[config.mk]
export PLATFORM = sky130hd
export DESIGN_NAME = sofp_top
export DESIGN_NICKNAME = d
export VERILOG_FILES = /design/src/hdl/sofp_pkg.sv /design/src/hdl/sofp_top.sv /design/src/hdl/sofp_sync.sv /design/src/hdl/sofp_pulse_qual.sv
export SDC_FILE = /design/constraint.sdc
export NUM_CORES = 1
export LEC_CHECK = 0
export ABC_AREA = 0
export BUFFER_PORTS_ARGS = -buffer_cell sky130_fd_sc_hd__buf_2
export CAP_MARGIN = 25
export CELL_PAD_IN_SITES_DETAIL_PLACEMENT = 2
export CELL_PAD_IN_SITES_GLOBAL_PLACEMENT = 2
export CORE_AREA = 2 2 135 137
export CTS_CLUSTER_DIAMETER = 40
export CTS_CLUSTER_SIZE = 40
export DETAILED_ROUTE_END_ITERATION = 8
export DIE_AREA = 0 0 137 139
export GPL_ROUTABILITY_DRIVEN = 0
export PLACE_DENSITY = 0.8
export SETUP_SLACK_MARGIN = 0.05
export SYNTH_ARGS = -nofsm -noshare
export SYNTH_HDL_FRONTEND = slang
export SYNTH_HIERARCHICAL = 1
export SYNTH_SLANG_ARGS = --single-unit
[constraint.sdc]
create_clock -name pclk -period 2.4 [get_ports pclk]
set_input_delay 0.48 -clock pclk [delete_from_list [all_inputs] [get_ports pclk]]
set_output_delay 0.48 -clock pclk [all_outputs]
set_load 0.02 [all_outputs]
[src/hdl/sofp_pkg.sv]
package sofp_pkg;

  // ----------------------------------------------------------------
  // register map (byte addresses)
  // ----------------------------------------------------------------
  localparam logic [7:0] SOFP_ADDR_CTRL   = 8'h00;
  localparam logic [7:0] SOFP_ADDR_STATUS = 8'h04;
  localparam logic [7:0] SOFP_ADDR_FUSE   = 8'h08;
  localparam logic [7:0] SOFP_ADDR_CONFIG = 8'h0C;
  localparam logic       SOFP_RST_PROG_EN = 1'b1;

  // ----------------------------------------------------------------
  // pulse qualification timing
  // ----------------------------------------------------------------
  localparam int         SOFP_CLK_PERIOD_NS = 10;
  localparam int         SOFP_QUAL_TIME_NS  = 2000;
  localparam logic [7:0] SOFP_QUAL_CYCLES   =
    8'((SOFP_QUAL_TIME_NS + SOFP_CLK_PERIOD_NS - 1) / SOFP_CLK_PERIOD_NS);

  // ----------------------------------------------------------------
  // key decoding
  // ----------------------------------------------------------------
  localparam logic [2:0] SOFP_KEY_LAST    = 3'h5;  // key pulses before its final high pulse
  localparam logic [3:0] SOFP_MODE_RUN    = 4'hB;  // mid pulses before the mode high pulse
  localparam logic [2:0] SOFP_ID_FALLPOL  = 3'h4;
  localparam logic [2:0] SOFP_ID_LOCK     = 3'h5;
  localparam logic [2:0] SOFP_ID_READ     = 3'h6;
  localparam logic [7:0] SOFP_CODE_MAX_TH = 8'hFF;
  localparam logic [7:0] SOFP_CODE_MAX_FP = 8'h07;
  localparam logic [7:0] SOFP_CODE_MAX_LK = 8'h01;

  // ----------------------------------------------------------------
  // fuse word layout
  // ----------------------------------------------------------------
  localparam int         SOFP_FUSE_W     = 13;
  localparam logic [3:0] SOFP_FB_MAG     = 4'h0;  // 8 magnitude bits
  localparam logic [3:0] SOFP_FB_SIGN    = 4'h8;
  localparam logic [3:0] SOFP_FB_FALL    = 4'h9;  // fall time 1:0, invert at +2
  localparam logic [3:0] SOFP_FB_LOCK    = 4'hC;
  localparam logic [3:0] SOFP_FW_TH      = 4'h9;
  localparam logic [3:0] SOFP_FW_FP      = 4'h3;
  localparam logic [3:0] SOFP_FW_LK      = 4'h1;
  localparam logic [12:0] SOFP_RST_FUSE  = 13'h0000;

  typedef enum logic [2:0] {ST_IDLE, ST_KEY, ST_TRY, ST_BLOW, ST_READ, ST_DEAD} sofp_state_t;
  typedef enum logic [1:0] {LV_LOW, LV_MID, LV_HIGH} sofp_level_t;

endpackage

[src/hdl/sofp_top.sv]
// Local design decisions: the register offsets and register access over APB.
`timescale 1ns/10ps
// Functional notes
// - with invert clear, the output turns on once the field rises above the operate threshold.
// - with invert clear, the output turns off once the field falls below the release threshold.
// - with invert set, the output turns on when the field drops below the release threshold.
// - programming happens only through serial pulses on the supply, decoded to pick and change a field.
// - every supply pulse is classed as high, mid or low.
// - a try value applies at once, is temporary and is lost on a supply cycle.
// - blow mode makes a value permanent in fuses, and the lock is set only this way.
// - read mode shows whether each fuse bit is blown, one bit at a time.
// - once the lock fuse is blown, no parameter register is reachable; only the fuse check stays.
// - programming starts only after a deliberate multi-level key, so noise cannot change fields.
// - a key is one high, one mid, then a register-unique mix of high and mid pulses.
// - eleven mid pulses then one high pulse after the key select blow or read mode.
// - in try mode the code becomes 1 at the key's final high pulse, then rises by one per mid pulse, wrapping to 0 after the register's maximum code.
// - fall time sits in bits 1:0 and invert in bit 2 of one register, set by one combined code.
module sofp_top
  import sofp_pkg::*;
(
  // apb slave
  input  wire logic        pclk,
  input  wire logic        presetn,
  input  wire logic        psel,
  input  wire logic        penable,
  input  wire logic        pwrite,
  input  wire logic [7:0]  paddr,
  input  wire logic [31:0] pwdata,
  output logic [31:0]      prdata,
  output logic             pready,
  output logic             pslverr,
  // supply level and field comparators (asynchronous)
  input  wire logic        high_pulse_level,
  input  wire logic        mid_pulse_level,
  input  wire logic        above_operate,
  input  wire logic        below_release,
  // switch output and analog trim
  output logic             switch_out,
  output logic [7:0]       threshold_magnitude_select,
  output logic             threshold_sign_select,
  output logic [1:0]       fall_time_select
);

  typedef struct packed {
    sofp_state_t st;
    logic [2:0]  key_cnt;
    logic [2:0]  reg_id;
    logic [7:0]  code;
    logic [3:0]  mid_run;
    logic        try_th;
    logic [7:0]  try_mag;
    logic        try_sign;
    logic        try_fp;
    logic [2:0]  try_fpv;
    logic [12:0] fuse;
    logic        field_high;
    logic        switch_out;
    logic [7:0]  mag_out;
    logic        sign_out;
    logic [1:0]  fall_out;
    logic        inv;
    logic        prog_en;
    logic [31:0] prdata;
    logic        pready;
    logic        pslverr;
  } sofp_top_s_t;

  sofp_top_s_t s_ff;
  sofp_top_s_t nxt_s;

  logic [3:0] pins_s;
  logic       evt;
  logic       evt_high;
  logic       above_s;
  logic       below_s;
  logic       locked;
  logic [7:0] code_max;
  logic [3:0] fbase;
  logic [3:0] fwidth;
  logic [7:0] mag_eff;
  logic       sign_eff;
  logic [2:0] fpv_eff;
  logic       wr_acc;

  // ----------------------------------------------------------------
  // pin synchronisers and pulse classifier
  // ----------------------------------------------------------------
  sofp_sync #(
    .W (4)
  ) u_sync (
    .pclk    (pclk),
    .presetn (presetn),
    .d       ({high_pulse_level, mid_pulse_level, above_operate, below_release}),
    .q       (pins_s)
  );

  sofp_pulse_qual u_qual (
    .pclk        (pclk),
    .presetn     (presetn),
    .lvl_high    (pins_s[3]),
    .lvl_mid     (pins_s[2]),
    .evt_ff      (evt),
    .evt_high_ff (evt_high)
  );

  assign above_s = pins_s[1];
  assign below_s = pins_s[0];
  assign locked  = s_ff.fuse[SOFP_FB_LOCK];
  assign wr_acc  = psel && penable && s_ff.pready && pwrite;

  // ----------------------------------------------------------------
  // per-register code limit and fuse field position
  // ----------------------------------------------------------------
  always_comb begin
    code_max = SOFP_CODE_MAX_LK;
    fbase    = SOFP_FB_LOCK;
    fwidth   = SOFP_FW_LK;
    if (s_ff.reg_id < SOFP_ID_FALLPOL) begin
      code_max = SOFP_CODE_MAX_TH;
      fbase    = SOFP_FB_MAG;
      fwidth   = SOFP_FW_TH;
    end else if (s_ff.reg_id == SOFP_ID_FALLPOL) begin
      code_max = SOFP_CODE_MAX_FP;
      fbase    = SOFP_FB_FALL;
      fwidth   = SOFP_FW_FP;
    end
  end

  // ----------------------------------------------------------------
  // next state: apb, key decoder, trim and switch output
  // ----------------------------------------------------------------
  always_comb begin
    nxt_s = s_ff;
    // apb: data captured in setup, zero wait states in access
    nxt_s.pready  = 1'b0;
    nxt_s.pslverr = 1'b0;
    if (psel && !penable) begin
      nxt_s.pready = 1'b1;
      nxt_s.prdata = 32'h0000_0000;
      unique case (paddr)
        SOFP_ADDR_CTRL:   nxt_s.prdata = {31'h0000_0000, s_ff.prog_en};
        SOFP_ADDR_STATUS: nxt_s.prdata = {16'h0000, s_ff.code, 1'b0, locked, s_ff.try_fp, s_ff.try_th,
                                          1'b0, s_ff.st};
        SOFP_ADDR_FUSE:   nxt_s.prdata = {19'h0_0000, s_ff.fuse};
        SOFP_ADDR_CONFIG: nxt_s.prdata = {19'h0_0000, s_ff.switch_out, s_ff.inv, s_ff.fall_out,
                                          s_ff.sign_out, s_ff.mag_out};
        default:          nxt_s.pslverr = 1'b1;
      endcase
    end
    if (wr_acc && paddr == SOFP_ADDR_CTRL) begin
      nxt_s.prog_en = pwdata[0];
    end

    // supply pulse decoder; an unexpected pulse after the first key pulse parks it until reset or until the enable is cleared
    if (evt && s_ff.prog_en) begin
      unique case (s_ff.st)
        ST_IDLE: begin
          if (evt_high) begin
            nxt_s.st      = ST_KEY;
            nxt_s.key_cnt = 3'h1;
            nxt_s.reg_id  = 3'h0;
          end
        end
        ST_KEY: begin
          nxt_s.key_cnt = s_ff.key_cnt + 3'h1;
          if (s_ff.key_cnt == 3'h1) begin
            if (evt_high) nxt_s.st = ST_DEAD;
          end else if (s_ff.key_cnt < SOFP_KEY_LAST) begin
            nxt_s.reg_id = {s_ff.reg_id[1:0], evt_high};
          end else if (!evt_high || s_ff.reg_id > SOFP_ID_READ) begin
            nxt_s.st = ST_DEAD;
          end else if (locked && s_ff.reg_id != SOFP_ID_READ) begin
            nxt_s.st = ST_DEAD;
          end else begin
            nxt_s.st      = ST_TRY;
            nxt_s.code    = 8'h01;
            nxt_s.mid_run = 4'h0;
          end
        end
        ST_TRY: begin
          if (!evt_high) begin
            nxt_s.code    = (s_ff.code == code_max) ? 8'h00 : s_ff.code + 8'h01;
            nxt_s.mid_run = (s_ff.mid_run == 4'hF) ? 4'hF : s_ff.mid_run + 4'h1;
          end else if (s_ff.mid_run == SOFP_MODE_RUN) begin
            nxt_s.st   = (s_ff.reg_id == SOFP_ID_READ) ? ST_READ : ST_BLOW;
            nxt_s.code = 8'h00;
          end else begin
            nxt_s.st = ST_DEAD;
          end
        end
        ST_BLOW: begin
          if (!evt_high) begin
            nxt_s.code = s_ff.code + 8'h01;
          end else if (s_ff.code < {4'h0, fwidth}) begin
            nxt_s.fuse[fbase + s_ff.code[3:0]] = 1'b1;
          end
        end
        ST_READ: begin
          if (!evt_high) begin
            nxt_s.code = s_ff.code + 8'h01;
          end
        end
        ST_DEAD: begin
        end
      endcase
    end
    // clearing the enable abandons any sequence; fuses survive, unlike a power cycle
    if (wr_acc && paddr == SOFP_ADDR_CTRL && !pwdata[0]) begin
      nxt_s.st = ST_IDLE;
    end

    // try values take effect at once; only power-on reset clears them
    if (nxt_s.st == ST_TRY && (s_ff.st != ST_TRY || nxt_s.code != s_ff.code)) begin
      if (s_ff.reg_id < SOFP_ID_FALLPOL) begin
        nxt_s.try_th   = 1'b1;
        nxt_s.try_mag  = s_ff.reg_id[0] ? ~nxt_s.code : nxt_s.code;
        nxt_s.try_sign = s_ff.reg_id[1];
      end else if (s_ff.reg_id == SOFP_ID_FALLPOL) begin
        nxt_s.try_fp  = 1'b1;
        nxt_s.try_fpv = nxt_s.code[2:0];
      end
    end

    // effective trim: try overrides fuses
    mag_eff  = s_ff.try_th ? s_ff.try_mag : s_ff.fuse[SOFP_FB_MAG +: 8];
    sign_eff = s_ff.try_th ? s_ff.try_sign : s_ff.fuse[SOFP_FB_SIGN];
    fpv_eff  = s_ff.try_fp ? s_ff.try_fpv : s_ff.fuse[SOFP_FB_FALL +: 3];
    nxt_s.mag_out  = mag_eff;
    nxt_s.sign_out = sign_eff;
    nxt_s.fall_out = fpv_eff[1:0];
    nxt_s.inv      = fpv_eff[2];

    // hysteresis: set above operate, clear below release
    if (above_s) begin
      nxt_s.field_high = 1'b1;
    end else if (below_s) begin
      nxt_s.field_high = 1'b0;
    end
    // read mode borrows the output to show the addressed fuse
    if (s_ff.st == ST_READ) begin
      nxt_s.switch_out = (s_ff.code < 8'(SOFP_FUSE_W)) ? s_ff.fuse[s_ff.code[3:0]] : 1'b0;
    end else begin
      nxt_s.switch_out = nxt_s.field_high ^ s_ff.inv;
    end
  end

  always_ff @(posedge pclk or negedge presetn) begin
    if (!presetn) begin
      s_ff <= '{ST_IDLE, 3'h0, 3'h0, 8'h00, 4'h0, 1'b0, 8'h00, 1'b0, 1'b0, 3'h0, SOFP_RST_FUSE,
                1'b0, 1'b0, 8'h00, 1'b0, 2'h0, 1'b0, SOFP_RST_PROG_EN, 32'h0000_0000, 1'b0, 1'b0};
    end else begin
      s_ff <= nxt_s;
    end
  end

  assign prdata                     = s_ff.prdata;
  assign pready                     = s_ff.pready;
  assign pslverr                    = s_ff.pslverr;
  assign switch_out                 = s_ff.switch_out;
  assign threshold_magnitude_select = s_ff.mag_out;
  assign threshold_sign_select      = s_ff.sign_out;
  assign fall_time_select           = s_ff.fall_out;

  // ----------------------------------------------------------------
  // checks
  // ----------------------------------------------------------------
  out_on_a: assert property (@(posedge pclk) disable iff (!presetn)
    above_s && !s_ff.inv && s_ff.st != ST_READ && $stable(s_ff.inv) |=> switch_out)
    else $error("output not on above operate threshold");

  out_off_a: assert property (@(posedge pclk) disable iff (!presetn)
    below_s && !above_s && !s_ff.inv && s_ff.st != ST_READ |=> !switch_out)
    else $error("output not off below release threshold");

  inv_off_a: assert property (@(posedge pclk) disable iff (!presetn)
    above_s && s_ff.inv && s_ff.st != ST_READ |=> !switch_out)
    else $error("inverted output not off above operate threshold");

  inv_on_a: assert property (@(posedge pclk) disable iff (!presetn)
    below_s && !above_s && s_ff.inv && s_ff.st != ST_READ |=> switch_out)
    else $error("inverted output not on below release threshold");

  try_start_a: assert property (@(posedge pclk) disable iff (!presetn)
    s_ff.st == ST_KEY && $past(s_ff.st) == ST_KEY ##0 (evt && s_ff.prog_en && s_ff.key_cnt == SOFP_KEY_LAST)
    ##1 s_ff.st == ST_TRY |-> s_ff.code == 8'h01)
    else $error("try code not 1 after key");

  mode_entry_a: assert property (@(posedge pclk) disable iff (!presetn)
    s_ff.st == ST_TRY ##1 (s_ff.st == ST_BLOW || s_ff.st == ST_READ)
    |-> $past(s_ff.mid_run) == SOFP_MODE_RUN && s_ff.code == 8'h00)
    else $error("mode entered without eleven mid pulses");

  lock_refuse_a: assert property (@(posedge pclk) disable iff (!presetn)
    locked && s_ff.st == ST_KEY |=> s_ff.st != ST_TRY || s_ff.reg_id == SOFP_ID_READ)
    else $error("register reached while locked");

  fuse_only_blow_a: assert property (@(posedge pclk) disable iff (!presetn)
    s_ff.fuse != $past(s_ff.fuse) |-> $past(s_ff.st) == ST_BLOW && $past(evt_high))
    else $error("fuse changed outside blow mode");

  read_show_a: assert property (@(posedge pclk) disable iff (!presetn)
    s_ff.st == ST_READ && $stable(s_ff.st) && $stable(s_ff.code) && s_ff.code < 8'(SOFP_FUSE_W)
    |=> switch_out == $past(s_ff.fuse[s_ff.code[3:0]]))
    else $error("read mode output does not show fuse bit");

  try_inv_a: assert property (@(posedge pclk) disable iff (!presetn)
    s_ff.try_fp |=> s_ff.inv == $past(s_ff.try_fpv[2]) && fall_time_select == $past(s_ff.try_fpv[1:0]))
    else $error("combined fall and invert code misplaced");

endmodule

[src/hdl/sofp_sync.sv]
`timescale 1ns/10ps
module sofp_sync
  import sofp_pkg::*;
#(
  parameter int W = 4
) (
  // clock and reset
  input  wire logic         pclk,
  input  wire logic         presetn,
  // asynchronous levels in, synchronised levels out
  input  wire logic [W-1:0] d,
  output logic [W-1:0]      q
);

  typedef struct packed {
    logic [W-1:0] meta;
    logic [W-1:0] stable;
  } sofp_sync_s_t;

  sofp_sync_s_t s_ff;
  sofp_sync_s_t nxt_s;

  // first stage feeds only the second stage
  always_comb begin
    nxt_s.meta   = d;
    nxt_s.stable = s_ff.meta;
  end

  always_ff @(posedge pclk or negedge presetn) begin
    if (!presetn) begin
      s_ff <= '0;
    end else begin
      s_ff <= nxt_s;
    end
  end

  assign q = s_ff.stable;

endmodule

[src/hdl/sofp_pulse_qual.sv]
`timescale 1ns/10ps
module sofp_pulse_qual
  import sofp_pkg::*;
(
  // clock and reset
  input  wire logic pclk,
  input  wire logic presetn,
  // synchronised supply level comparators
  input  wire logic lvl_high,
  input  wire logic lvl_mid,
  // one-cycle pulse end event and its kind
  output logic      evt_ff,
  output logic      evt_high_ff
);

  typedef struct packed {
    sofp_level_t cand;
    logic [7:0]  cnt;
    sofp_level_t stable;
    logic        evt;
    logic        evt_high;
  } sofp_qual_s_t;

  sofp_qual_s_t s_ff;
  sofp_qual_s_t nxt_s;
  sofp_level_t  raw;

  // ----------------------------------------------------------------
  // level classification and qualification
  // ----------------------------------------------------------------
  // a level must hold a full window before it counts, so supply glitches vanish
  always_comb begin
    raw = lvl_high ? LV_HIGH : (lvl_mid ? LV_MID : LV_LOW);
    nxt_s = s_ff;
    nxt_s.evt      = 1'b0;
    nxt_s.evt_high = 1'b0;
    if (raw != s_ff.cand) begin
      nxt_s.cand = raw;
      nxt_s.cnt  = 8'h00;
    end else if (s_ff.cnt < SOFP_QUAL_CYCLES - 8'h01) begin
      nxt_s.cnt = s_ff.cnt + 8'h01;
    end else if (s_ff.stable != s_ff.cand) begin
      nxt_s.stable = s_ff.cand;
      // event on the qualified falling edge back to the low level
      if (s_ff.cand == LV_LOW) begin
        nxt_s.evt      = 1'b1;
        nxt_s.evt_high = (s_ff.stable == LV_HIGH);
      end
    end
  end

  always_ff @(posedge pclk or negedge presetn) begin
    if (!presetn) begin
      s_ff <= '{LV_LOW, 8'h00, LV_LOW, 1'b0, 1'b0};
    end else begin
      s_ff <= nxt_s;
    end
  end

  assign evt_ff      = s_ff.evt;
  assign evt_high_ff = s_ff.evt_high;

  // an event needs the low level to have been seen for the whole window
  qual_window_a: assert property (@(posedge pclk) disable iff (!presetn)
    evt_ff |-> $past(s_ff.cnt) == SOFP_QUAL_CYCLES - 8'h01 && s_ff.cand == LV_LOW)
    else $error("pulse event without a full qualification window");

endmodule

== After elaboration in Yosys (flattened, before gate mapping) ==
Cells that the tools add are included.
W data, S select, Z words.

* Bits in registers: 103
* Input port bits: 49
* Output and inout bits: 46
* Logic and storage cells: 160

* Add/subtract/negate cells: 5
* Order comparisons: 9
* Equal/unequal tests: 27
* Multiplexer cells: 55
* Bitwise gates (word level): 6
* Reduce and logical (&&, ||, !) cells: 30

{| class="wikitable"
|+ Operator list
! cell !! number
|-
| $mux W8 || 9
|-
| $pmux W16 S4 || 1
|-
| $mux W3 || 13
|-
| $mux W12 || 3
|-
| $pmux W8 S3 || 1
|-
| $mux W21 || 1
|-
| $add A8 B1 Y8 const B || 2
|-
| $eq A8 B4 Y1 const B || 2
|-
| $mux W4 || 4
|-
| $mux W15 || 1
|-
| $mux W2 || 7
|-
| $or A13 B13 Y13 || 1
|-
| $ne A2 B2 Y1 const B || 6
|-
| $pmux W6 S2 || 1
|-
| $logic_and A1 B1 Y1 || 10
|-
| $lt A4 B5 Y1 const B || 2
|-
| $eq A3 B2 Y1 const B || 3
|-
| $eq A3 B3 Y1 const B || 3
|-
| $mux W1 || 9
|-
| $mux W9 || 1
|-
| $pmux W3 S3 || 1
|-
| $reduce_and A3 Y1 || 3
|-
| $eq A4 B4 Y1 const B || 2
|-
| $eq A8 B3 Y1 const B || 1
|-
| other kinds (35) || 45
|}

== Depth between registers and ports, before layout ==
Gate-level depths: netlist of run 1.

* Depth after elaboration: 12
* Mapped depth: 10
* Mapped depth without buffers: 9

== Cells and area by module ==
The synthesis of run 1 kept the hierarchy.

{| class="wikitable"
|+ By module, submodules not included
! module !! times used !! cells each !! area an instance (µm²) !! sequential area each (µm²)
|-
| sofp_top || 1 || 459 || 4784.6 || 2028.2
|-
| sofp_pulse_qual || 1 || 58 || 679.4 || 350.3
|-
| sofp_sync || 1 || 8 || 200.2 || 200.2
|}

== Worst setup path before layout of run 1 ==
No wires, ideal clock.

* Path kind: register -> register
* Start point: register s_ff[88] (netlist name)
* End point: register s_ff[70] (netlist name)
* Setup time: 0.092 ns
* Arrival: 2.285 ns
* Required time: 2.308 ns
* Path slack: 0.023 ns
* Stages on the path, launching flop included: 11
* Buffers on the path: 1
* Clock period less this slack: 2.377 ns
* Cells stage by stage: dfrtp_1 -> buf_2 -> o21ai_1 -> inv_1 -> ha_1 -> nand2_1 -> nor3_1 -> and4_4 -> or4_4 -> and3_1 -> o31ai_2

* Cells in the longest elaborated chain, start to end: 12
* Elaborated cells on any way between the ends: 34
* Those cells by class: order compare (2); eq/ne (6); mux (20); bitwise (1); reduce/logical (5)

{| class="wikitable"
|+ RTL lines
! what !! line !! source
|-
| start, declared || sofp_top.sv:68 || <nowiki>sofp_top_s_t s_ff;</nowiki>
|-
| start signal, assigned || sofp_top.sv:249 || <nowiki>s_ff <= '{ST_IDLE, 3'h0, 3'h0, 8'h00, 4'h0, 1'b0, 8'h00, 1'b0, 1'b0, 3'h0, SOFP_RST_FUSE,</nowiki>
|-
| start signal, assigned || sofp_top.sv:252 || <nowiki>s_ff <= nxt_s;</nowiki>
|-
| parallel branches: the longest is 12 deep, another holds $lt A3 B3 Y1 || n/a ||
|}

Parallel ways; which one is timed is not known. The select of a mux whose other input is x is not followed.
A chain may end at the register's enable or synchronous reset.

== Final worst setup path of run 1 ==
* Start point: register s_ff[88] (netlist name)
* End point: register s_ff[51] (netlist name)

* Cells in the longest elaborated chain, start to end: 9
* Elaborated cells on any way between the ends: 15
* Those cells by class: add/sub (1); order compare (4); eq/ne (1); mux (6); bitwise (1); reduce/logical (2)

{| class="wikitable"
|+ RTL lines
! what
|-
| parallel branches: the longest is 9 deep, another holds $lt A4 B5 Y1
|}

Parallel ways; which one is timed is not known.

==> results.json, run 1 <==
{
  "path_delay_family": "compound AO/OA/AOI/OAI gates",
  "grt_max_degree": 48,
  "synth_top_family_by_area": "simple AND/OR/NAND/NOR gates",
  "yosys.area_share.simple": 0.171,
  "n_antenna_cell": 0,
  "synthAdderAreaFrac": 0.0243,
  "grt_pass1_vias": 4960,
  "mostFrequentLayoutCells": "dfrtp_1, buf_4, nand2_1",
  "end_kind": "flip-flop",
  "via_per_inst": 5.32,
  "netlist_area_sq_um": 5660,
  "fin_skew_ns": 0.0118,
  "wl_per_cell_microns": 21.6,
  "arrival_ns": 2.75,
  "crit_chain": "buf_4 > inv_2 > nand3_2 > ha_4 > a211o_1 > a2111oi_4 > buf_4 > nand3b_1 > o21bai_1",
  "ctsHoldBuffers": 0,
  "coreArea_sq_um": 17700,
  "powerDensity_nw_per_um2": 503,
  "io_buffer_count": 47,
  "critical_path_class": "reg2reg",
  "cp-start-kind": "flip-flop",
  "maxCapViolCount": 0,
  "cp_max_fo": 8,
  "pin_count": 95,
  "fin_ws_ns": -0.0705,
  "synth_flop_cell": "dfrtp_1",
  "dp_hpwl_microns": 12900,
  "fin_area_sq_um": 6760,
  "cts_tree": "done",
  "finalPower_mw": 3.40,
  "synth_edf_count": 0,
  "ys_seq_area_frac": 0.455,
  "drv_slew": 0,
  "area_delta_synth_final_pct": 19.4,
  "vdd.ir_drop.worst_mv": 0.333,
  "final_common_cell": "dfrtp_1",
  "fin_crit_sh": 1.03,
  "synth_mux_area_frac": 0.0813,
  "die_h_microns": 139,
  "drtAntennaViolNets": 0,
  "antenna_found_initial": 0,
  "hold_ws_ns": 0.139,
  "fin_nets": 657,
  "path_buf_inv": 3,
  "grt_remaining_overflow": 0,
  "htreeDepth": 3,
  "ys_async_sr_fraction": 1.00,
  "final-setup-viol-count": 6,
  "row_count": 49,
  "drt_iter0_drc": 197,
  "cts_sinks": 103,
  "ys_ff_latch": 103,
  "synth_cells": 525,
  "cts-root-buf": "clkbuf_16",
  "tightest_slew_ns": 0.633,
  "vias": 4422,
  "drcViolationCount": 0,
  "fp.dieArea_sq_um": 19000,
  "fmax_mhz": 405,
  "fillerInstances": 1874,
  "p_leak_nw": 2.96,
  "numCtsBuffers": 9,
  "start_util": 0.321,
  "grt.total_usage": 0.194,
  "rsz0062_at_grt": "yes",
  "ys_types": 85,
  "cp.required_ns": 2.68,
  "cp_slowest_cell": "a2111oi_4",
  "grt_pass1_wl_microns": 28200,
  "synth-xor-area-share": 0.0214,
  "place_area_sq_um": 6230,
  "path_common_cell": "buf_4",
  "hold_class": "in2async",
  "first_pass_iters": 4,
  "hold_viol_final": 0,
  "ys_warn_count": 6,
  "synth_compound_area_frac": 0.161,
  "drive_gt1_frac": 0.367,
  "die_w_microns": 137,
  "syn_avg_cell_area_sq_um": 10.8,
  "slew_headroom": 0.578,
  "fin_crit_ns": 2.47,
  "clk_latency_ns": 0.36,
  "violations": "negative setup slack",
  "cts_buffer_depth": 2,
  "status": "finished, violations left",
  "critPathMaxStageDelay_ns": 0.42,
  "wirelength_microns": 17900,
  "clk_pin_slew_ns": 0.08
}
-- kinds of logic after synthesis --
| logic type | count (synthesis) |
|---|---|
| other | 1 |
| AO/OA/AOI/OAI | 121 |
| XOR/XNOR | 13 |
| flip-flops | 103 |
| adder cells (fa/ha/maj) | 11 |
| multiplexers | 34 |
| buffers and inverters | 76 |
| AND/OR/NAND/NOR | 166 |
-- worst reg2reg max path, stage by stage, from the launching register on --
cell       delay [ns]
dfrtp_1          0.41
buf_4            0.19
inv_2            0.08
nand3_2          0.12
ha_4             0.26
a211o_1          0.32
a2111oi_4        0.42
buf_4            0.20
nand3b_1         0.19
o21bai_1         0.20
-- through the flow --
step / setup TNS (ns) / util / std cells / setup WS (ns)
global placement: -0.0659 / 0.353 / 807 / -0.0233
detailed placement: -0.507 / 0.353 / 807 / -0.0847
finish: -0.205 / 0.383 / 831 / -0.0705
CTS: 0 / 0.378 / 829 / 0.0259
floorplan: 0 / - / 540 / 0.0525
global route: -1.29 / 0.383 / 831 / -0.133
-- synth_stat cells (4+ instances only) --
cell type | count | share of area
dfrtp_1 | 102 | 0.45
nand2_1 | 58 | 0.038
buf_4 | 42 | 0.056
o21ai_0 | 24 | 0.021
mux2_2 | 20 | 0.040
nor2_1 | 17 | 0.011
a21oi_1 | 15 | 0.013
inv_1 | 13 | 0.0086
ha_1 | 11 | 0.024
a22o_1 | 10 | 0.015
a22oi_1 | 10 | 0.013
clkbuf_1 | 9 | 0.0060
nand3_1 | 9 | 0.0080
o21bai_1 | 9 | 0.012
nor2b_1 | 8 | 0.0088
and3_1 | 7 | 0.0077
buf_2 | 7 | 0.0062
nand2b_1 | 7 | 0.0077
nor3_1 | 7 | 0.0062
xnor2_1 | 7 | 0.011
a31oi_1 | 6 | 0.0066
a32oi_1 | 5 | 0.0077
mux4_2 | 5 | 0.020
or4_4 | 5 | 0.0099
xor2_1 | 5 | 0.0077
a31o_2 | 4 | 0.0062
buf_6 | 4 | 0.0080
mux2_4 | 4 | 0.011
mux2i_1 | 4 | 0.0071
nand4_1 | 4 | 0.0044
nand4b_1 | 4 | 0.0062
o21a_1 | 4 | 0.0053
o21ai_1 | 4 | 0.0035
or3_1 | 4 | 0.0044
-- layer usage --
| metal | global-route usage | share of wire | routed length (microns) | vias up |
|---|---|---|---|---|
| li1 | - | - | - | 1994 |
| met1 | 0.227 | 0.40 | 7240 | 2280 |
| met2 | 0.343 | 0.53 | 9440 | 111 |
| met3 | 0.0369 | 0.038 | 688 | 37 |
| met4 | 0.0841 | 0.031 | 549 | 0 |
| met5 | 0 | 0 | 0 | - |
-- registers in the layout, summed over array words and instances, names as in the netlist, 2 cells and up --
register / flops
u_sync/nxt_s: 4
threshold_magnitude_select: 8
fall_time_select: 2
u_qual/s_ff: 12
s_ff: 50
prdata: 16
u_sync/q: 4
-- cell type report --
class	count	area (sq um)	area share
clock buffer	10	239	0.0353
clock inverter	6	50.0	0.00740
inverter	13	48.8	0.00722
multi-input combinational	361	2830	0.419
sequential	103	2580	0.382
tap	229	287	0.0424
timing repair buffer	109	723	0.107
-- path summary, 6_finish.rpt --
| check | end | slack (ns) | start | depth (start not counted) |
|---|---|---|---|---|
| worst max-delay path | s_ff[51] | -0.07 | s_ff[88] | 9 |
| worst min-delay path | u_qual/evt_ff | 0.14 | presetn | 1 |
| worst max register to register | s_ff[51] | -0.07 | s_ff[88] | 9 |
| worst min register to register | u_sync/q[0] | 0.35 | u_sync/nxt_s[0] | 0 |
| max in group asynchronous | s_ff[84] | 1.57 | presetn | 2 |
| min in group pclk | u_sync/nxt_s[2] | 0.22 | mid_pulse_level | 1 |
-- what timing repair did --
item	in CTS	in global routing
cloned	0	0
setup buffers	6	2
gates resized for setup	18	18
pin swaps	16	17
endpoints found under the setup margin	23	25
hold endpoints to repair	0	0
-- report_power, final --
part	total [mW]	switching (mW)	leakage [nW]	internal (mW)
clock network	1.47	0.724	0.142	0.750
logic	0.166	0.115	1.53	0.0509
registers	1.76	0.0120	1.29	1.75
No activity file was read; power rests on OpenSTA's default activity.
==> inputs of run 2 (changes only) <==
==> constraint.sdc (replaced) <==
create_clock -name pclk -period 2.1 [get_ports pclk]
set_input_delay 0.42 -clock pclk [delete_from_list [all_inputs] [get_ports pclk]]
set_output_delay 0.42 -clock pclk [all_outputs]
set_load 0.02 [all_outputs]
==> run 2 against run 1 <==
  * Register-to-register slack got worse by 0.18 ns
  * Worst hold slack worse by 0.14 ns
  * The run ends with negative hold slack, negative setup slack left
  * Non-clock buffer count rose by 33
  * Clock skew up 0.0029 ns
  * Die area unchanged
  * Critical path depth unchanged
  * Cell count is 3.9% higher
  * Global-route usage rose by 0.83 points
==> results.json, run 2 (same netlist as run 1, synthesis figures left out) <==
{
  "slew_headroom": 0.533,
  "multi_input_area_sq_um": 2980,
  "fillerInstances": 1867,
  "p_clk_frac": 0.442,
  "hold_class": "in2async",
  "status": "finished, violations left",
  "row_count": 49,
  "fp.dieArea_sq_um": 19000,
  "met3_usage": 0.0289,
  "fin_crit_ns": 2.35,
  "p_seq_frac": 0.510,
  "global_route.usage.met2": 0.364,
  "arrival_ns": 2.62,
  "p_switching_mw": 0.963,
  "drt_iter0_drc": 242,
  "vdd.ir_drop.worst_mv": 0.389,
  "largest_reg_flops": 50,
  "clk_latency_ns": 0.36,
  "drv_slew": 0,
  "cp.required_ns": 2.37,
  "coreArea_sq_um": 17700,
  "fmax_mhz": 426,
  "area_delta_synth_final_pct": 27.0,
  "clk_pin_slew_ns": 0.08,
  "htreeDepth": 3,
  "cts_tree": "done",
  "grt_pass1_vias": 5168,
  "n_antenna_cell": 0,
  "die_h_microns": 139,
  "die_w_microns": 137,
  "rsz0062_at_grt": "yes",
  "tightest_slew_ns": 0.700,
  "numCtsBuffers": 9,
  "drcViolationCount": 0,
  "ff_latch_area_sq_um": 2580,
  "drive_gt1_frac": 0.427,
  "p_comb_frac": 0.048,
  "cts-root-buf": "clkbuf_16",
  "wirelength_microns": 19600,
  "cp_slowest_cell": "dfrtp_2",
  "cts_sinks": 103,
  "violations": "negative hold slack, negative setup slack",
  "pin_count": 95,
  "first_pass_iters": 7,
  "antenna_found_initial": 0,
  "io_buffer_count": 47,
  "p_leak_nw": 3.17,
  "switching_share": 0.243,
  "cp_max_fo": 7,
  "final_common_cell": "dfrtp_1",
  "grt-busiest-layer": "met2",
  "cp-start-kind": "flip-flop",
  "fin_nets": 690,
  "cts_buffer_depth": 2,
  "final-setup-viol-count": 32,
  "crit_chain": "o21ai_4 > inv_2 > ha_4 > nand2_4 > nor3_4 > nand4_4 > a32oi_2 > a21oi_1 > o31ai_1",
  "place_area_sq_um": 6520,
  "hold_viol_final": 4,
  "hold_ws_ns": -0.00490,
  "grt_remaining_overflow": 0,
  "end_kind": "flip-flop",
  "p_int_mw": 2.99,
  "powerDensity_nw_per_um2": 549,
  "maxCapViolCount": 0,
  "wl_per_cell_microns": 22.7,
  "grt_pass1_wl_microns": 29600,
  "grt_max_degree": 45,
  "grtUsageMet1": 0.236,
  "start_util": 0.321,
  "mostFrequentLayoutCells": "dfrtp_1, buf_4, nand2_1",
  "critPathMaxStageDelay_ns": 0.49,
  "fin_area_sq_um": 7200,
  "via_per_inst": 5.37,
  "top_register": "s_ff",
  "dp_hpwl_microns": 13300,
  "fin_ws_ns": -0.249,
  "critical_path_class": "reg2reg",
  "grt.total_usage": 0.203,
  "drtAntennaViolNets": 0,
  "fin_skew_ns": 0.0147,
  "fin_crit_sh": 1.12,
  "vias": 4634
}
## run 2: power by group through the flow
stage	clock network, mW	registers [mW]	logic, mW
3_3_place_gp	0	2.05	0.185
4_1_cts	1.77	2.02	0.195
3_5_place_dp	0	2.05	0.194
5_1_grt	1.87	2.02	0.213
2_1_floorplan	0	2.05	0.123
6_report	1.75	2.02	0.192
## run 2: per-stage QoR
| stage | util | setup WS, ns | instances | power [mW] | TNS [ns] |
|---|---|---|---|---|---|
| after floorplan | - | -0.117 | 540 | 2.18 | -0.689 |
| after global placement | 0.369 | -0.263 | 831 | 2.24 | -2.19 |
| after detailed placement | 0.369 | -0.320 | 831 | 2.25 | -4.70 |
| after CTS | 0.393 | -0.180 | 852 | 3.98 | -2.48 |
| after global routing | 0.408 | -0.377 | 863 | 4.10 | -7.88 |
| final | 0.408 | -0.249 | 863 | 3.95 | -5.41 |
## run 2: path summary, 6_finish.rpt
kind,depth (start not counted),startpoint,end,slack (ns)
min,1,presetn,s_ff[63],-0.005
max,9,s_ff[89],s_ff[73],-0.25
max reg2reg,9,s_ff[89],s_ff[73],-0.25
max in group asynchronous,2,presetn,s_ff[80],1.44
min in group pclk,1,above_operate,u_sync/nxt_s[1],0.17
min reg2reg,0,u_sync/nxt_s[0],u_sync/q[0],0.35
## run 2: timing repair
item                                    CTS  global route
pin swaps                                27            19
setup buffers                             6            11
hold buffers                              0             0
endpoints found under the setup margin   34            41
resized for setup                        25            35
## run 2: per-layer routing
metal  up-vias  routed length [microns]
met4         0                      733
met1      2419                     7840
met5         -                        0
li1       2060                        -
met2       116                    10400
met3        39                      577
## run 2: area by class of cell
type                       count  area share
clock buffer                   9      0.0313
clock inverter                 6     0.00974
inverter                      13     0.00678
multi-input combinational    361       0.414
sequential                   103       0.359
tap                          229      0.0398
timing repair buffer         142       0.139
## run 2: worst max-delay path: cells and delay by family (launching register included)
kind / cells / cell delay [ns]
fa+ha+maj: 1 / 0.28
simple gates: 3 / 0.56
buf+inv: 1 / 0.07
compound gates: 4 / 0.86
flops: 1 / 0.49
==> inputs of run 3 (changes only) <==
--- a/config.mk
+++ b/config.mk
@@ -16,7 +16,7 @@
 export DETAILED_ROUTE_END_ITERATION = 8
 export DIE_AREA = 0 0 137 139
 export GPL_ROUTABILITY_DRIVEN = 0
-export PLACE_DENSITY = 0.8
+export PLACE_DENSITY_LB_ADDON = 0.25
 export SETUP_SLACK_MARGIN = 0.05
 export SYNTH_ARGS = -nofsm -noshare
 export SYNTH_HDL_FRONTEND = slang
==> run 3 against run 2 <==
  * Clock skew decreased by 0.0026 ns
  * Maximum frequency decreased by 1.4%
  * Largest power group unchanged
  * Global-route usage decreased by 0.64 points
  * Flip-flop and latch count unchanged
  * The flow finishes with violations (negative setup slack)
  * Die area unchanged
  * Critical endpoint is now locked
  * Register-to-register slack got worse by 0.03 ns
  * Critical path depth increased by 1
  * Worst hold slack improved by 0.019 ns
==> results.json, run 3 (same netlist as run 1, synthesis figures left out) <==
{
  "drv_slew": 0,
  "largest_reg_flops": 50,
  "first_pass_iters": 4,
  "pre_cts_slack_ns": -0.284,
  "io_buffer_count": 47,
  "via_per_inst": 5.17,
  "cp.required_ns": 2.39,
  "path_buf_inv": 4,
  "mostFrequentLayoutCells": "buf_4, dfrtp_1, nand2_1",
  "path_common_cell": "buf_4",
  "cp_max_fo": 4,
  "cts_buffer_depth": 2,
  "cts_tree": "done",
  "numCtsBuffers": 9,
  "grt_pass1_wl_microns": 28900,
  "drcViolationCount": 0,
  "violations": "negative setup slack",
  "fp.dieArea_sq_um": 19000,
  "fin_skew_ns": 0.0121,
  "grt.total_usage": 0.196,
  "final.setup.tns_ns": -5.20,
  "p_leak_nw": 3.27,
  "arrival_ns": 2.67,
  "cts_sinks": 103,
  "wl_per_cell_microns": 21.2,
  "clk_pin_slew_ns": 0.08,
  "crit_chain": "buf_4 > buf_6 > inv_4 > nand3_4 > ha_4 > a211o_1 > a2111oi_4 > buf_4 > nor3b_4 > a31o_2",
  "antenna_found_initial": 0,
  "grt_pass1_vias": 5058,
  "fin_nets": 709,
  "grt_max_degree": 40,
  "cp-start-kind": "flip-flop",
  "critical_path_class": "reg2reg",
  "ctsHoldBuffers": 0,
  "hold_viol_final": 0,
  "maxCapViolCount": 0,
  "fmax_mhz": 420,
  "path_delay_family": "compound AO/OA/AOI/OAI gates",
  "final_common_cell": "buf_4",
  "row_count": 49,
  "fin_ws_ns": -0.282,
  "start_util": 0.321,
  "wirelength_microns": 18800,
  "cts-root-buf": "clkbuf_16",
  "coreArea_sq_um": 17700,
  "pin_count": 95,
  "fin_area_sq_um": 7450,
  "final-setup-viol-count": 29,
  "fin_crit_sh": 1.13,
  "status": "finished, violations left",
  "end_kind": "flip-flop",
  "tightest_slew_ns": 0.623,
  "rsz0062_at_grt": "yes",
  "cp_slowest_cell": "dfrtp_2",
  "die_h_microns": 139,
  "dp_hpwl_microns": 13000,
  "clk_latency_ns": 0.36,
  "fin_crit_ns": 2.38,
  "critPathMaxStageDelay_ns": 0.43,
  "vdd.ir_drop.worst_mv": 0.361,
  "die_w_microns": 137,
  "finalPower_mw": 4.00,
  "drive_gt1_frac": 0.443,
  "top_register": "s_ff",
  "powerDensity_nw_per_um2": 536,
  "drtAntennaViolNets": 0,
  "fin_util": 0.422,
  "htreeDepth": 3,
  "hold_class": "in2async",
  "grt_remaining_overflow": 0,
  "drt_iter0_drc": 163,
  "vias": 4561,
  "place_area_sq_um": 6670,
  "n_antenna_cell": 0,
  "area_delta_synth_final_pct": 31.6,
  "slew_headroom": 0.581
}
[run 3: cell types whose count changed in the layout (fill, tap and decap cells not counted), sizes merged]
| cell | delta |
|---|---|
| inv | +3 |
| clkinvlp | -2 |
| buf | +19 |
[run 3: final timing paths]
check	from	to	slack (ns)	cells past startpoint
worst min-delay path	presetn	s_ff[48]	0.01	1
min in group pclk	above_operate	u_sync/nxt_s[1]	0.17	1
worst min register to register	u_sync/nxt_s[2]	u_sync/q[2]	0.35	0
worst max-delay path	s_ff[88]	locked	-0.28	10
worst max register to register	s_ff[88]	locked	-0.28	10
max in group asynchronous	presetn	s_ff[34]	1.47	2
[run 3: layout make-up]
class                   count  area (sq um)
clock buffers               9           225
clock inverters             7          83.8
fillers                  1829         10200
inverters                  13          53.8
multi-input cells         361          3020
flip-flops and latches    103          2590
well taps                 229           287
repair buffers            161          1200
[run 3: metrics by stage]
stage,hold slack [ns],std cells
2_1_floorplan,0.124,540
3_3_place_gp,0.331,848
3_5_place_dp,0.336,848
4_1_cts,0.0211,871
5_1_grt,0.0277,883
6_report,0.0138,883
[run 3: worst register-to-register path, cell delays in order (launching register included)]
cell       delay [ns]
dfrtp_2          0.43
buf_4            0.15
buf_6            0.11
inv_4            0.06
nand3_4          0.07
ha_4             0.21
a211o_1          0.29
a2111oi_4        0.35
buf_4            0.18
nor3b_4          0.27
a31o_2           0.21
[run 3: repair_timing]
action	4_1_cts	5_1_grt
resized for setup	33	42
endpoints found under the hold margin	0	0
endpoints found under the setup margin	34	39
pin swaps	33	24
setup buffers	7	12
[run 3: layer usage]
| layer | GRT usage | routed length (microns) | vias up |
|---|---|---|---|
| met5 | 0 | 0 | - |
| met4 | 0.0716 | 535 | 0 |
| met3 | 0.0314 | 530 | 26 |
| met2 | 0.346 | 9890 | 86 |
| met1 | 0.239 | 7810 | 2344 |
| li1 | - | - | 2105 |
[run 3: where the power goes]
group	internal, mW	total (mW)	switching (mW)
combinational	0.0626	0.196	0.133
sequential	2.00	2.01	0.0138
clock	0.954	1.79	0.832
total	3.02	4.00	0.979
